File: config.mk
export PLATFORM = sky130hd
export DESIGN_NAME = freq_synth
export DESIGN_NICKNAME = d
export VERILOG_FILES = /design/src/rtl/freq_synth_pkg.sv /design/src/rtl/synth_core_if.sv /design/src/rtl/synth_tick_gen.sv /design/src/rtl/synth_output_shaper.sv /design/src/rtl/freq_synth.sv
export SDC_FILE = /design/constraint.sdc
export NUM_CORES = 1
export LEC_CHECK = 0
export BUFFER_PORTS_ARGS = -buffer_cell sky130_fd_sc_hd__clkbuf_2
export CAP_MARGIN = 20
export CORE_MARGIN = 3
export CORE_UTILIZATION = 56
export CTS_CLUSTER_DIAMETER = 60
export DETAILED_ROUTE_END_ITERATION = 8
export GPL_TIMING_DRIVEN = 0
export PLACE_DENSITY = 0.85
export REMOVE_ABC_BUFFERS = 1
export SLEW_MARGIN = 20
export SYNTH_ARGS = -nofsm -noshare
export SYNTH_HDL_FRONTEND = slang
export SYNTH_SLANG_ARGS = --single-unit
export TNS_END_PERCENT = 1
File: constraint.sdc
create_clock -name clock -period 3.28 [get_ports clock]
set_input_delay 0.656 -clock clock [delete_from_list [all_inputs] [get_ports clock]]
set_output_delay 0.656 -clock clock [all_outputs]
set_load 0.02 [all_outputs]
File: src/rtl/freq_synth_pkg.sv
// Constants shared by the frequency synthesiser modules.
package freq_synth_pkg;
	localparam int ACC_W = 20;
	localparam int ADDR_W = 6;
	localparam int DATA_W = 32;
	localparam int BYTE_W = 8;
	localparam int PW_CNT_W = 7;

	// Register byte offsets on the bus.
	localparam logic [ADDR_W-1:0] OFF_CONTROL = 6'h00;
	localparam logic [ADDR_W-1:0] OFF_CLOCK_CTRL = 6'h04;
	localparam logic [ADDR_W-1:0] OFF_ACC_LOW = 6'h08;
	localparam logic [ADDR_W-1:0] OFF_ACC_HIGH = 6'h0c;
	localparam logic [ADDR_W-1:0] OFF_ACC_UPPER = 6'h10;
	localparam logic [ADDR_W-1:0] OFF_STEP_LOW = 6'h14;
	localparam logic [ADDR_W-1:0] OFF_STEP_HIGH = 6'h18;
	localparam logic [ADDR_W-1:0] OFF_STEP_UPPER = 6'h1c;
	localparam logic [ADDR_W-1:0] OFF_STATUS = 6'h20;

	// Field positions.
	localparam int CTRL_EN_BIT = 7;
	localparam int CTRL_OUT_BIT = 5;
	localparam int CTRL_POL_BIT = 4;
	localparam int CTRL_PFM_BIT = 0;
	localparam int CLK_PWS_LSB = 5;
	localparam int CLK_CKS_LSB = 0;
	localparam int STAT_WRAP_BIT = 0;

	// Clock source codes.
	localparam logic [2:0] SRC_HF_OSC = 3'h0;
	localparam logic [2:0] SRC_SYS_CLK = 3'h1;
	localparam logic [2:0] SRC_LOGIC_CELL1 = 3'h2;

	// Input clock edges between a low step write and the buffer load.
	localparam logic [1:0] STEP_LOAD_EDGES = 2'h2;
	localparam logic [ACC_W-1:0] ACC_RESET = 20'h00000;
	localparam logic [BYTE_W-1:0] BYTE_RESET = 8'h00;
endpackage

File: src/rtl/synth_core_if.sv
// Signals between the synthesiser core, its tick source and its shaper.
`timescale 1ns/1ps
interface synth_core_if;
	logic enable;
	logic [2:0] src_sel;
	logic tick;
	logic carry;
	logic pulse_mode;
	logic polarity;
	logic [2:0] pulse_width;
	logic shaped_out;

	modport gen (input enable, input src_sel, output tick);
	modport shaper (input tick, input carry, input pulse_mode,
		input polarity, input pulse_width, output shaped_out);
	modport core (output enable, output src_sel, output carry,
		output pulse_mode, output polarity, output pulse_width,
		input tick, input shaped_out);
endinterface

File: src/rtl/synth_tick_gen.sv
// Selects the input clock source and turns its rising edges into ticks.
`timescale 1ns/1ps
module synth_tick_gen
	import freq_synth_pkg::*;
(
	// Clock and reset
	input wire logic clock,
	input wire logic rst_n,
	// Clock sources
	input wire logic internal_hf_osc,
	input wire logic logic_cell1_output,
	// Core link
	synth_core_if.gen bus
);
	typedef struct packed {
		logic hf_prev;
		logic lc_prev;
		logic tick;
	} tick_state_t;

	tick_state_t s_reg;
	tick_state_t s_next;

	always_comb
	begin
		s_next = s_reg;
		s_next.hf_prev = internal_hf_osc;
		s_next.lc_prev = logic_cell1_output;
		s_next.tick = 1'b0;
		// The adder moves on a source edge, or on every bus clock while the system clock source is selected.
		if (bus.enable)
		begin
			unique case (bus.src_sel)
				SRC_HF_OSC: s_next.tick = internal_hf_osc && !s_reg.hf_prev;
				SRC_SYS_CLK: s_next.tick = 1'b1;
				SRC_LOGIC_CELL1:
					s_next.tick = logic_cell1_output && !s_reg.lc_prev;
				default: s_next.tick = 1'b0;
			endcase
		end
	end

	always_ff @(posedge clock or negedge rst_n)
	begin
		if (!rst_n)
			s_reg <= '0;
		else
			s_reg <= s_next;
	end

	assign bus.tick = s_reg.tick;
endmodule

File: src/rtl/synth_output_shaper.sv
// Turns the raw carry into a toggled or stretched output with polarity.
`timescale 1ns/1ps
module synth_output_shaper
	import freq_synth_pkg::*;
(
	// Clock and reset
	input wire logic clock,
	input wire logic rst_n,
	// Core link
	synth_core_if.shaper bus
);
	typedef struct packed {
		logic toggle;
		logic active;
		logic [PW_CNT_W-1:0] cnt;
		logic out;
	} shape_state_t;

	shape_state_t s_reg;
	shape_state_t s_next;

	always_comb
	begin
		s_next = s_reg;
		if (bus.tick)
		begin
			if (bus.carry)
			begin
				s_next.toggle = !s_reg.toggle;
				// A new carry restarts the pulse, so it never drops if the
				// width exceeds the overflow period.
				s_next.active = 1'b1;
				s_next.cnt = PW_CNT_W'((1 << bus.pulse_width) - 1);
			end
			else if (s_reg.active)
			begin
				if (s_reg.cnt == '0)
					s_next.active = 1'b0;
				else
					s_next.cnt = s_reg.cnt - 1'b1;
			end
		end
		s_next.out = (bus.pulse_mode ? s_next.active : s_next.toggle)
			^ bus.polarity;
	end

	always_ff @(posedge clock or negedge rst_n)
	begin
		if (!rst_n)
			s_reg <= '0;
		else
			s_reg <= s_next;
	end

	assign bus.shaped_out = s_reg.out;
endmodule

File: src/rtl/freq_synth.sv
// Numerically controlled frequency synthesiser with an Avalon-MM slave.
//
// Overview of operation
// - The phase accumulator is twenty bits wide.
// - Each selected input clock edge adds the active step to the accumulator.
// - The adder advances only on edges of the selected source.
// - The carry out of each wrap is the raw overflow output.
// - Every wrap also raises the interrupt event.
// - Overflow rate equals input rate times step over two to the twentieth.
// - A three-bit field picks oscillator, system clock or logic cell one.
// - Software reads and writes the accumulator as three bytes.
// - The step is three bytes, low, high and upper.
// - When enabled, a low step write loads the buffer on the second edge.
// - When disabled, the step buffer follows any step write at once.
// - Step bytes are read and write; the active buffer is hidden.
// - The carry is toggled or stretched, then sent to peripherals and pin.
// - With pulse mode clear, each overflow toggles the output.
// - With pulse mode set, the output pulses from the edge after overflow.
// - A three-bit width field sets the pulse length in input periods.
// - Reset clears every register, accumulator and step included.
//
// Our own choices: the register offsets and register access over Avalon-MM.
`timescale 1ns/1ps
module freq_synth
	import freq_synth_pkg::*;
(
	// Clock and reset
	input wire logic clock,
	input wire logic arst_n,
	// Avalon-MM slave
	input wire logic [freq_synth_pkg::ADDR_W-1:0] address,
	input wire logic read,
	input wire logic write,
	input wire logic [freq_synth_pkg::DATA_W-1:0] writedata,
	input wire logic [3:0] byteenable,
	output logic [freq_synth_pkg::DATA_W-1:0] readdata,
	output logic waitrequest,
	// Clock sources
	input wire logic internal_hf_osc,
	input wire logic logic_cell1_output,
	// Synthesiser outputs
	output logic synth_out,
	output logic acc_carry_out,
	output logic acc_wrap_irq
);
	typedef struct packed {
		logic wait_b;
		logic [BYTE_W-1:0] rdata;
		logic enable;
		logic polarity;
		logic pulse_mode;
		logic [2:0] pulse_width;
		logic [2:0] src_sel;
		logic [ACC_W-1:0] acc;
		logic [ACC_W-1:0] step;
		logic [ACC_W-1:0] step_act;
		logic [1:0] load_cnt;
		logic carry;
		logic irq;
		logic wrap_flag;
	} synth_state_t;

	synth_state_t s_reg;
	synth_state_t s_next;
	logic [1:0] rst_sync_reg;
	logic rst_n;
	logic [ACC_W:0] sum;
	logic req;
	logic wr_go;
	logic [BYTE_W-1:0] wbyte;

	synth_core_if bus ();

	////////////////////////////////////////////////////////////////////////
	// Reset release through two flip-flops; the rest uses the copy.

	always_ff @(posedge clock or negedge arst_n)
	begin
		if (!arst_n)
			rst_sync_reg <= 2'h0;
		else
			rst_sync_reg <= {rst_sync_reg[0], 1'b1};
	end

	assign rst_n = rst_sync_reg[1];

	////////////////////////////////////////////////////////////////////////
	// Helpers.

	function automatic logic hit(input logic [ADDR_W-1:0] a,
		input logic [ADDR_W-1:0] off);
		hit = (a[ADDR_W-1:2] == off[ADDR_W-1:2]);
	endfunction

	function automatic logic [BYTE_W-1:0] get_byte(
		input logic [ACC_W-1:0] v, input int idx);
		logic [23:0] wide;
		wide = {4'h0, v};
		get_byte = wide[idx*BYTE_W +: BYTE_W];
	endfunction

	function automatic logic [ACC_W-1:0] put_byte(
		input logic [ACC_W-1:0] v, input int idx,
		input logic [BYTE_W-1:0] b);
		logic [23:0] wide;
		wide = {4'h0, v};
		wide[idx*BYTE_W +: BYTE_W] = b;
		put_byte = wide[ACC_W-1:0];
	endfunction

	function automatic logic [BYTE_W-1:0] read_mux(
		input logic [ADDR_W-1:0] a, input synth_state_t s,
		input logic out_now);
		logic [BYTE_W-1:0] r;
		r = BYTE_RESET;
		if (hit(a, OFF_CONTROL))
		begin
			r[CTRL_EN_BIT] = s.enable;
			r[CTRL_OUT_BIT] = out_now;
			r[CTRL_POL_BIT] = s.polarity;
			r[CTRL_PFM_BIT] = s.pulse_mode;
		end
		else if (hit(a, OFF_CLOCK_CTRL))
		begin
			r[CLK_PWS_LSB +: 3] = s.pulse_width;
			r[CLK_CKS_LSB +: 3] = s.src_sel;
		end
		else if (hit(a, OFF_ACC_LOW))
			r = get_byte(s.acc, 0);
		else if (hit(a, OFF_ACC_HIGH))
			r = get_byte(s.acc, 1);
		else if (hit(a, OFF_ACC_UPPER))
			r = get_byte(s.acc, 2);
		else if (hit(a, OFF_STEP_LOW))
			r = get_byte(s.step, 0);
		else if (hit(a, OFF_STEP_HIGH))
			r = get_byte(s.step, 1);
		else if (hit(a, OFF_STEP_UPPER))
			r = get_byte(s.step, 2);
		else if (hit(a, OFF_STATUS))
			r[STAT_WRAP_BIT] = s.wrap_flag;
		read_mux = r;
	endfunction

	////////////////////////////////////////////////////////////////////////
	// Next-state logic.

	// The carry out is the bit above the accumulator; overflow rate is
	// therefore tick rate times step over two to the twentieth.
	assign sum = {1'b0, s_reg.acc} + {1'b0, s_reg.step_act};
	assign req = read || write;
	assign wr_go = write && !s_reg.wait_b && byteenable[0];
	assign wbyte = writedata[BYTE_W-1:0];

	always_comb
	begin
		s_next = s_reg;

		// One wait cycle, then the access completes; read data is
		// captured during the wait so it stands at the completing edge.
		s_next.wait_b = !(req && s_reg.wait_b);
		if (read && s_reg.wait_b)
			s_next.rdata = read_mux(address, s_reg, s_reg.enable ?
				bus.shaped_out : 1'b0);

		// Carry is held between ticks, so it lasts exactly one input period;
		// the event is recomputed every cycle, so it lasts one system cycle.
		if (bus.tick)
		begin
			s_next.acc = sum[ACC_W-1:0];
			s_next.carry = sum[ACC_W];
			if (s_reg.load_cnt != 2'h0)
			begin
				s_next.load_cnt = s_reg.load_cnt - 2'h1;
				if (s_reg.load_cnt == 2'h1)
					s_next.step_act = s_reg.step;
			end
		end
		s_next.irq = bus.tick && sum[ACC_W];

		if (!s_reg.enable)
		begin
			// While stopped the buffer tracks the bytes directly.
			s_next.step_act = s_reg.step;
			s_next.load_cnt = 2'h0;
			s_next.carry = 1'b0;
			s_next.irq = 1'b0;
		end

		// Software writes win over a concurrent tick on the accumulator.
		if (wr_go)
		begin
			if (hit(address, OFF_CONTROL))
			begin
				s_next.enable = wbyte[CTRL_EN_BIT];
				s_next.polarity = wbyte[CTRL_POL_BIT];
				s_next.pulse_mode = wbyte[CTRL_PFM_BIT];
			end
			else if (hit(address, OFF_CLOCK_CTRL))
			begin
				s_next.pulse_width = wbyte[CLK_PWS_LSB +: 3];
				s_next.src_sel = wbyte[CLK_CKS_LSB +: 3];
			end
			else if (hit(address, OFF_ACC_LOW))
				s_next.acc = put_byte(s_next.acc, 0, wbyte);
			else if (hit(address, OFF_ACC_HIGH))
				s_next.acc = put_byte(s_next.acc, 1, wbyte);
			else if (hit(address, OFF_ACC_UPPER))
				s_next.acc = put_byte(s_next.acc, 2, wbyte);
			else if (hit(address, OFF_STEP_LOW))
			begin
				s_next.step = put_byte(s_reg.step, 0, wbyte);
				// Only the low byte arms the load, which is why the other
				// two bytes must be written first.
				if (s_reg.enable)
					s_next.load_cnt = STEP_LOAD_EDGES;
			end
			else if (hit(address, OFF_STEP_HIGH))
				s_next.step = put_byte(s_reg.step, 1, wbyte);
			else if (hit(address, OFF_STEP_UPPER))
				s_next.step = put_byte(s_reg.step, 2, wbyte);
			else if (hit(address, OFF_STATUS) && wbyte[STAT_WRAP_BIT])
				s_next.wrap_flag = 1'b0;
		end

		// A wrap in the clearing cycle keeps the flag set.
		if (s_next.irq)
			s_next.wrap_flag = 1'b1;
	end

	always_ff @(posedge clock or negedge rst_n)
	begin
		if (!rst_n)
		begin
			s_reg <= '0;
			s_reg.wait_b <= 1'b1;
		end
		else
			s_reg <= s_next;
	end

	////////////////////////////////////////////////////////////////////////
	// Tick source and output shaper.

	assign bus.enable = s_reg.enable;
	assign bus.src_sel = s_reg.src_sel;
	assign bus.carry = s_reg.carry;
	assign bus.pulse_mode = s_reg.pulse_mode;
	assign bus.polarity = s_reg.polarity;
	assign bus.pulse_width = s_reg.pulse_width;

	synth_tick_gen u_tick (
		.clock(clock),
		.rst_n(rst_n),
		.internal_hf_osc(internal_hf_osc),
		.logic_cell1_output(logic_cell1_output),
		.bus(bus.gen)
	);

	synth_output_shaper u_shape (
		.clock(clock),
		.rst_n(rst_n),
		.bus(bus.shaper)
	);

	assign readdata = {{(DATA_W-BYTE_W){1'b0}}, s_reg.rdata};
	assign waitrequest = s_reg.wait_b;
	assign synth_out = bus.shaped_out;
	assign acc_carry_out = s_reg.carry;
	assign acc_wrap_irq = s_reg.irq;
endmodule

==> qor.yml, run 1 <==
final_util_pct: 61.1
cts_buffer_depth: 2
ys.flop_type: "dfrtp_1"
place_ws_ns: 0.500
synth_compound_area_share_pct: 17.9
ys_async_sr_fraction_pct: 100
insertion_delay_ns: 0.38
antenna_found_initial: 0
worst_pin_slew_ns: 1.00
cp_cell_sequence: "ha_1, fa_1, a211oi_2, nor3_1, nor2_1, o21ai_1, a31oi_1, o22ai_1, a22o_1"
slew_headroom_pct: 32.9
worst-setup-path-type: "reg2reg"
routed_wirelength_um: 13700
grt_pass1_vias: 4453
synth_edf_count: 0
synth-xor-area-share_pct: 2.59
cp-start-kind: "flop"
power_density_nw_per_um2: 691
placed_area_um2: 5830
synth_cells: 595
synthAdderAreaFrac_pct: 5.14
area_growth_pct: 4.95
setup_viol: 0
numCtsBuffers: 9
drc: 0
synth_top_area_share_pct: 42.3
period_share_pct: 87.1
setup_ws_ns: 0.422
start_util_pct: 58.2
seq_area_frac_synth_pct: 42.7
dp_hpwl_um: 9920
cts-root-buf: "clkbuf_8"
drt_iter0_markers: 427
cts_tree: "yes"
yosysTopAreaCell: "dfrtp_1"
hold_violations: 0
slowest_stage: "fa_1"
placement.io_buffers: 30
vias: 4573
final_antenna_net_count: 0
fp.dieArea_um2: 11500
synthMostInstantiatedCell: "dfrtp_1"
syn-cell-area_um2: 5740
maxSlewViolCount: 0
gp_congestion: 0.995
critPathMaxFanout: 3
rsz0062_at_grt: "no"
slowest_delay_ns: 0.47
ys_types: 57
hold_buffers: 0
die_w_um: 107
arrival_ns: 3.13
fillers: 793
design.core.area_um2: 9860
avgRoutedWirePerCell_um: 18.5
fin_cells: 742
synth_top_family_by_area: "compound AO/OA/AOI/OAI gates"
ys_ff_latch: 98
synthMuxAreaShare_pct: 12.4
drive_gt1_share_pct: 17.7
fmax_mhz: 350
finalNetCount: 675
clk_pin_slew_ns: 0.10
p_leak_nw: 2.73
synthSimpleGateAreaFrac_pct: 12.1
synth.area.top_cells: "dfrtp_1 (42%), mux2_2 (9.4%), o21ai_0 (5.1%)"
first_pass_iters: 5
largest_reg_flops: 63
hp-class: "in2async"
htree_levels: 3
num_antenna_cells: 0
cts-resized-gates: 0
design_area_um2: 6020
worst_setup_path_end_kind: "flop"
status: "finished, final reports clean"
postCtsSetupRepairBufs: 0
grt_use_total_pct: 24.9
yosysWarnings: 0
period_needed_ns: 2.86
grt_max_degree: 55
fin_skew_ns: 0.0141
clock_sinks: 98
cap_violations: 0
vias_per_cell: 6.16
ioPinCount: 84
gr-total-overflow: 0
num_rows: 36
post_synth.cell_area_avg_um2: 9.65
dp.cells: 726
required_ns: 3.55
hold-worst-slack_ns: 0.0502
ir_worst_vdd_mv: 0.332
synth_common_cells: "dfrtp_1 (97), nand2_1 (63), o21ai_0 (58), mux2_2 (48), a21oi_1 (43)"
die_y_um: 107
grt_pass1_wl_um: 22300
worst paths after layout:
path / from / slack, ns / endpoint / depth (start not counted)
worst max-delay path: s_reg[45]$_DFF_PN0_ / 0.42 / s_reg[0]$_DFFE_PN0P_ / 9
worst min-delay path: arst_n / 0.05 / rst_sync_reg[1]$_DFF_PN0_ / 1
worst max register to register: s_reg[45]$_DFF_PN0_ / 0.42 / s_reg[0]$_DFFE_PN0P_ / 9
worst min register to register: rst_sync_reg[1]$_DFF_PN0_ / 0.34 / u_tick.s_reg[2]$_DFF_PN0_ / 0
max in group asynchronous: rst_sync_reg[1]$_DFF_PN0_ / 2.20 / waitrequest$_DFF_PN1_ / 1
min in group clock: rst_sync_reg[0]$_DFF_PN0_ / 0.36 / rst_sync_reg[1]$_DFF_PN0_ / 0
per-layer routing:
layer  global-route usage, %  routed length, um  up-vias
li1                        -                  -     2095
met4                    9.95                452        0
met3                    4.82               1090       37
met1                    33.6               5740     2203
met2                    39.5               6410      238
met5                       0                  0        -
critical path: cells and delay by family (launching register included):
kind                     cells  cell delay [ns]
AO/OA/AOI/OAI                5             1.26
adder cells (fa/ha/maj)      2             0.73
flip-flops                   1             0.44
AND/OR/NAND/NOR              2             0.33
cells by family (layout without fill, tap and decap cells):
group,count (synthesis),after routing
simple gates,152,152
compound gates,168,168
fa+ha+maj,23,23
flops,98,98
mux,65,65
xor+xnor,17,17
buf+inv,70,61
other cells,2,25
placed cells by master (no fill, tap or decap), types with 6 or more instances in the layout:
master	count
dfrtp_1	95
nand2_1	63
o21ai_0	57
mux2_2	48
a21oi_1	43
nor2_1	39
clkbuf_2	30
conb_1	25
ha_1	22
mux2i_1	17
inv_1	14
clkbuf_8	12
xor2_1	11
nor3_1	10
a21o_1	9
nor2b_1	6
o21ai_1	6
nand3_1	6
a22oi_1	6
xnor2_1	6
a22o_1	6
cell type report:
| type | instances | area, um2 | area share, % |
|---|---|---|---|
| clock buffer | 12 | 165 | 2.74 |
| clock inverter | 4 | 32.5 | 0.540 |
| inverter | 14 | 52.6 | 0.872 |
| multi-input combinational | 450 | 2970 | 49.3 |
| sequential | 98 | 2460 | 40.8 |
| tap | 133 | 166 | 2.76 |
| timing repair buffer | 31 | 178 | 2.95 |
where the power goes:
group / internal [W] / switching [W]
combinational: 0.000690 / 0.000966
clock: 0.000343 / 0.000443
sequential: 0.00146 / 0.000264
through the flow:
| stage | TNS [ns] | power, W |
|---|---|---|
| finish | 0 | 0.00416 |
| global route | 0 | 0.00445 |
| CTS | 0 | 0.00413 |
| detailed placement | 0 | 0.00335 |
| global placement | -61.74 | 0.00325 |
| floorplan | 0 | 0.00292 |
Note: power is estimated with default switching activity, not from simulation.
==> inputs of run 2 (changes only) <==
--- a/config.mk
+++ b/config.mk
@@ -12,7 +12,7 @@
 export CTS_CLUSTER_DIAMETER = 60
 export DETAILED_ROUTE_END_ITERATION = 8
 export GPL_TIMING_DRIVEN = 0
-export PLACE_DENSITY = 0.85
+export PLACE_DENSITY = 0.78
 export REMOVE_ABC_BUFFERS = 1
 export SLEW_MARGIN = 20
 export SYNTH_ARGS = -nofsm -noshare
==> run 2 against run 1 <==
Cell area down 0.44%. Core utilization down 0.27 points. Combinational power about the same. Fmax down 0.62%. Power down 1.1%. Global-route usage about the same. Via count down 0.83%. Critical path type unchanged. Largest power group unchanged.
==> qor.yml, run 2 (synthesized netlist as in run 1, its figures left out) <==
placement.io_buffers: 30
routed_wirelength_um: 13800
cts-resized-gates: 0
antenna_found_initial: 0
die_w_um: 107
postCtsSetupRepairBufs: 0
arrival_ns: 3.14
pwr-share-seq_pct: 41.9
p_leak_nw: 2.73
cts-root-buf: "clkbuf_8"
required_ns: 3.55
layout_common_cells: "dfrtp_1 (95), nand2_1 (63), o21ai_0 (57)"
numCtsBuffers: 9
placed_area_um2: 5830
dr_wl_met2_um: 6520
hp-class: "in2async"
hold_buffers: 0
clk_pin_slew_ns: 0.10
htree_levels: 3
worst_setup_path_end_kind: "flop"
vias: 4535
area_growth_pct: 4.49
slowest_delay_ns: 0.46
dp_hpwl_um: 9860
drt_iter0_markers: 370
fillers: 817
pwr-share-comb_pct: 40.5
status: "finished, final reports clean"
finalNetCount: 675
fin_skew_ns: 0.0173
critical_path_buf_inv_count: 0
r2r_cells: 9
regArea_um2: 2460
first_pass_iters: 4
wirelength_met1_um: 5940
num_antenna_cells: 0
period_needed_ns: 2.88
cap_violations: 0
slew_headroom_pct: 27.2
multi_input_area_um2: 2970
design_area_um2: 6000
maxSlewViolCount: 0
routed.top_layer: "met4"
final_util_pct: 60.8
reg2reg_from: "s_reg[45]$_DFF_PN0_"
fmax_mhz: 348
p_int_w: 0.00243
grt_pass1_vias: 4338
largest_reg_flops: 63
fin_setup_tns_ns: 0
dp.cells: 726
critPathMaxFanout: 3
period_share_pct: 87.7
final_common_cell: "dfrtp_1"
wl_met3_um: 963
crit_start: "s_reg[45]$_DFF_PN0_"
p_switching_w: 0.00169
design.core.area_um2: 9860
rsz0062_at_grt: "no"
drive_gt1_share_pct: 17.4
cts_tree: "yes"
fp.dieArea_um2: 11500
ir_worst_vdd_mv: 0.422
r2r_slack_ns: 0.40
cp_cell_sequence: "ha_1, fa_1, a211oi_2, nor3_1, nor2_1, o21ai_1, a31oi_1, o22ai_1, a22o_1"
num_rows: 36
gp_congestion: 0.941
grt_pass1_wl_um: 22200
worst_pin_slew_ns: 1.09
switching_share_pct: 41.0
vias_per_cell: 6.11
final_antenna_net_count: 0
r2r-end: "s_reg[0]$_DFFE_PN0P_"
worst-setup-path-type: "reg2reg"
avgRoutedWirePerCell_um: 18.6
drc: 0
die_y_um: 107
setup_viol: 0
grt_use_total_pct: 24.9
gr-total-overflow: 0
grt_max_degree: 58
clock_sinks: 98
fin_cells: 742
path_delay_family: "compound AO/OA/AOI/OAI gates"
power_density_nw_per_um2: 686
insertion_delay_ns: 0.38
p_clk_share_pct: 17.6
start_util_pct: 58.2
ioPinCount: 84
slowest_stage: "fa_1"
cp-start-kind: "flop"
cts_buffer_depth: 2
hold_violations: 0
[run 2: cell types whose count changed in the layout (fill, tap and decap cells not counted)]
cell / delta
clkinv_2: +1
clkinv_4: +2
clkinvlp_4: -2
clkbuf_8: -3
clkbuf_1: +2
[run 2: worst max path at each step]
stage | endpoint | slack, ns | cells past startpoint
after detailed placement | s_reg[0]$_DFFE_PN0P_ | 0.45 | 9
after CTS | s_reg[0]$_DFFE_PN0P_ | 0.43 | 9
final | s_reg[0]$_DFFE_PN0P_ | 0.40 | 9
after global placement | s_reg[22]$_DFFE_PN0P_ | -0.62 | 0
after floorplan | acc_carry_out$_DFFE_PN0P_ | 0.35 | 0
after global routing | s_reg[0]$_DFFE_PN0P_ | 0.30 | 9
[run 2: power groups by stage]
stage	sequential (W)	clock, W	combinational [W]
global placement	0.00173	0	0.00153
CTS	0.00172	0.000737	0.00163
floorplan	0.00167	0	0.00125
finish	0.00172	0.000725	0.00167
detailed placement	0.00174	0	0.00161
global route	0.00176	0.000782	0.00185
[run 2: cell type report]
class / instances / area share [%]
Inverter: 14 / 0.876
Tap cell: 133 / 2.77
Clock buffer: 11 / 2.19
Multi-Input combinational cell: 450 / 49.5
Sequential cell: 98 / 41.0
Timing Repair Buffer: 31 / 2.96
Clock inverter: 5 / 0.668
[run 2: through the flow]
stage / hold slack [ns] / total power, W / worst slack (ns)
after CTS: 0.0376 / 0.00408 / 0.431
after global placement: 0.337 / 0.00326 / -0.622
final: 0.0579 / 0.00412 / 0.404
after global routing: 0.0272 / 0.00438 / 0.302
after floorplan: 0.331 / 0.00292 / 0.350
after detailed placement: 0.338 / 0.00335 / 0.448
[run 2: routing by layer]
metal / track usage (%) / vias to the layer above
li1: - / 2089
met1: 34.1 / 2216
met2: 39.5 / 202
met3: 4.88 / 28
met4: 9.04 / 0
met5: 0 / -
==> inputs of run 3 (changes only) <==
--- a/config.mk
+++ b/config.mk
@@ -13,7 +13,6 @@
 export DETAILED_ROUTE_END_ITERATION = 8
 export GPL_TIMING_DRIVEN = 0
 export PLACE_DENSITY = 0.78
-export REMOVE_ABC_BUFFERS = 1
 export SLEW_MARGIN = 20
 export SYNTH_ARGS = -nofsm -noshare
 export SYNTH_HDL_FRONTEND = slang
==> constraint.sdc (replaced) <==
create_clock -name clock -period 2.9 [get_ports clock]
set_input_delay 0.58 -clock clock [delete_from_list [all_inputs] [get_ports clock]]
set_output_delay 0.58 -clock clock [all_outputs]
set_load 0.02 [all_outputs]
==> run 3 against run 2 <==
Worst setup slack got worse by 0.17 ns. Count of clock-buffer cells in the layout up 2. Die area is the same. Combinational power is 17% higher. Highest routed layer unchanged. Cell area is 5.8% higher. Clock power rose by 23%.
==> qor.yml, run 3 (synthesized netlist as in run 1, its figures left out) <==
hold_violations: 0
p_leak_nw: 2.95
fin_skew_ns: 0.0137
start_util_pct: 58.2
layout_common_cells: "dfrtp_1 (96), nand2_1 (63), o21ai_0 (58)"
dp.cells: 779
fp.dieArea_um2: 11500
worst_setup_path_end_kind: "flop"
num_antenna_cells: 0
grt_max_degree: 59
slew_headroom_pct: 40.0
drive_gt1_share_pct: 21.3
area_growth_pct: 10.5
place_ws_ns: 0.135
placement.io_buffers: 27
cts-root-buf: "clkbuf_8"
avgRoutedWirePerCell_um: 19.8
die_w_um: 107
die_y_um: 107
period_needed_ns: 2.67
num_rows: 36
numCtsBuffers: 9
clk_pin_slew_ns: 0.10
largest_reg_flops: 63
cap_violations: 0
postCtsSetupRepairBufs: 0
cp-start-kind: "flop"
antenna_found_initial: 0
cts_buffer_depth: 2
gr-total-overflow: 0
vias: 4781
grt_use_total_pct: 28.9
fin_cells: 796
setup_ws_ns: 0.233
grt_pass1_wl_um: 25200
final_antenna_net_count: 0
fmax_mhz: 375
regArea_um2: 2460
worst_pin_slew_ns: 0.900
cts_tree: "yes"
finalNetCount: 729
arrival_ns: 2.95
dp_hpwl_um: 11800
status: "finished, final reports clean"
finalPower_w: 0.00481
insertion_delay_ns: 0.39
worst-setup-path-type: "reg2reg"
multi_input_area_um2: 2970
drc: 0
critPathMaxFanout: 3
required_ns: 3.18
period_share_pct: 92.0
first_pass_iters: 6
fillers: 839
vias_per_cell: 6.01
fin_setup_tns_ns: 0
rsz0062_at_grt: "no"
final_common_cell: "dfrtp_1"
ioPinCount: 84
clock_sinks: 98
hp-class: "in2reg"
design.core.area_um2: 9860
maxSlewViolCount: 0
ir_worst_vdd_mv: 0.387
drt_iter0_markers: 413
setup_viol: 0
grt_pass1_vias: 4674
htree_levels: 3
power_density_nw_per_um2: 758
routed_wirelength_um: 15700
gp_congestion: 0.993
==> run 3: worst max-delay path, stage by stage, from the launching register on <==
cell and delay, ns:
dfrtp_1 0.42, ha_1 0.25, fa_1 0.44, a211oi_2 0.27, nor3_1 0.09, nor2_2 0.16
o21ai_1 0.17, a31oi_1 0.28, o22ai_1 0.22, a22o_1 0.27
==> run 3: final timing paths <==
check / startpoint / endpoint / slack [ns] / cells after the start
min in group asynchronous: rst_sync_reg[1]$_DFF_PN0_ / u_shape.s_reg[8]$_DFF_PN0_ / 0.41 / 0
max in group asynchronous: rst_sync_reg[1]$_DFF_PN0_ / s_reg[42]$_DFFE_PN0P_ / 1.81 / 1
max reg2reg: s_reg[45]$_DFF_PN0_ / s_reg[0]$_DFFE_PN0P_ / 0.23 / 9
max: s_reg[45]$_DFF_PN0_ / s_reg[0]$_DFFE_PN0P_ / 0.23 / 9
min: internal_hf_osc / u_tick.s_reg[2]$_DFF_PN0_ / 0.31 / 1
min reg2reg: rst_sync_reg[0]$_DFF_PN0_ / rst_sync_reg[1]$_DFF_PN0_ / 0.36 / 0
==> run 3: power by group <==
part / switching [W] / leakage, nW / internal [W] / total, W
Combinational: 0.00112 / 1.62 / 0.000829 / 0.00195
Clock: 0.000494 / 0.0876 / 0.000400 / 0.000894
Sequential: 0.000320 / 1.24 / 0.00165 / 0.00197
Total: 0.00193 / 2.95 / 0.00288 / 0.00481
==> run 3: what timing repair did <==
item	in CTS	in global routing
hold buffers	1	0
gates resized for setup	0	1
endpoints found under the hold margin	2	0
endpoints found under the setup margin	0	2
==> run 3: through the flow <==
stage / area, um2 / hold slack, ns / util, %
after floorplan: 5830 / 0.284 / -
after global placement: 6130 / 0.342 / 62.1
after detailed placement: 6150 / 0.338 / 62.4
after CTS: 6340 / 0.306 / 64.3
after global routing: 6350 / 0.292 / 64.3
final: 6350 / 0.312 / 64.3
==> run 3: per-layer routing <==
metal  share of wire (%)  wire, um  up-vias  GRT usage, %
li1                    -         -     2216             -
met1                  44      6890     2325          40.5
met2                  45      7150      207          44.4
met3                 7.6      1200       33          5.48
met4                 3.1       495        0          11.2
met5                   0         0        -             0
==> run 3: cell type report <==
class	count	share of cell area, %
Buffer	56	5.50
Clock buffer	13	2.19
Clock inverter	3	0.670
Inverter	14	0.828
Multi-Input combinational cell	450	46.9
Sequential cell	98	38.7
Tap cell	133	2.62
Timing Repair Buffer	29	2.60
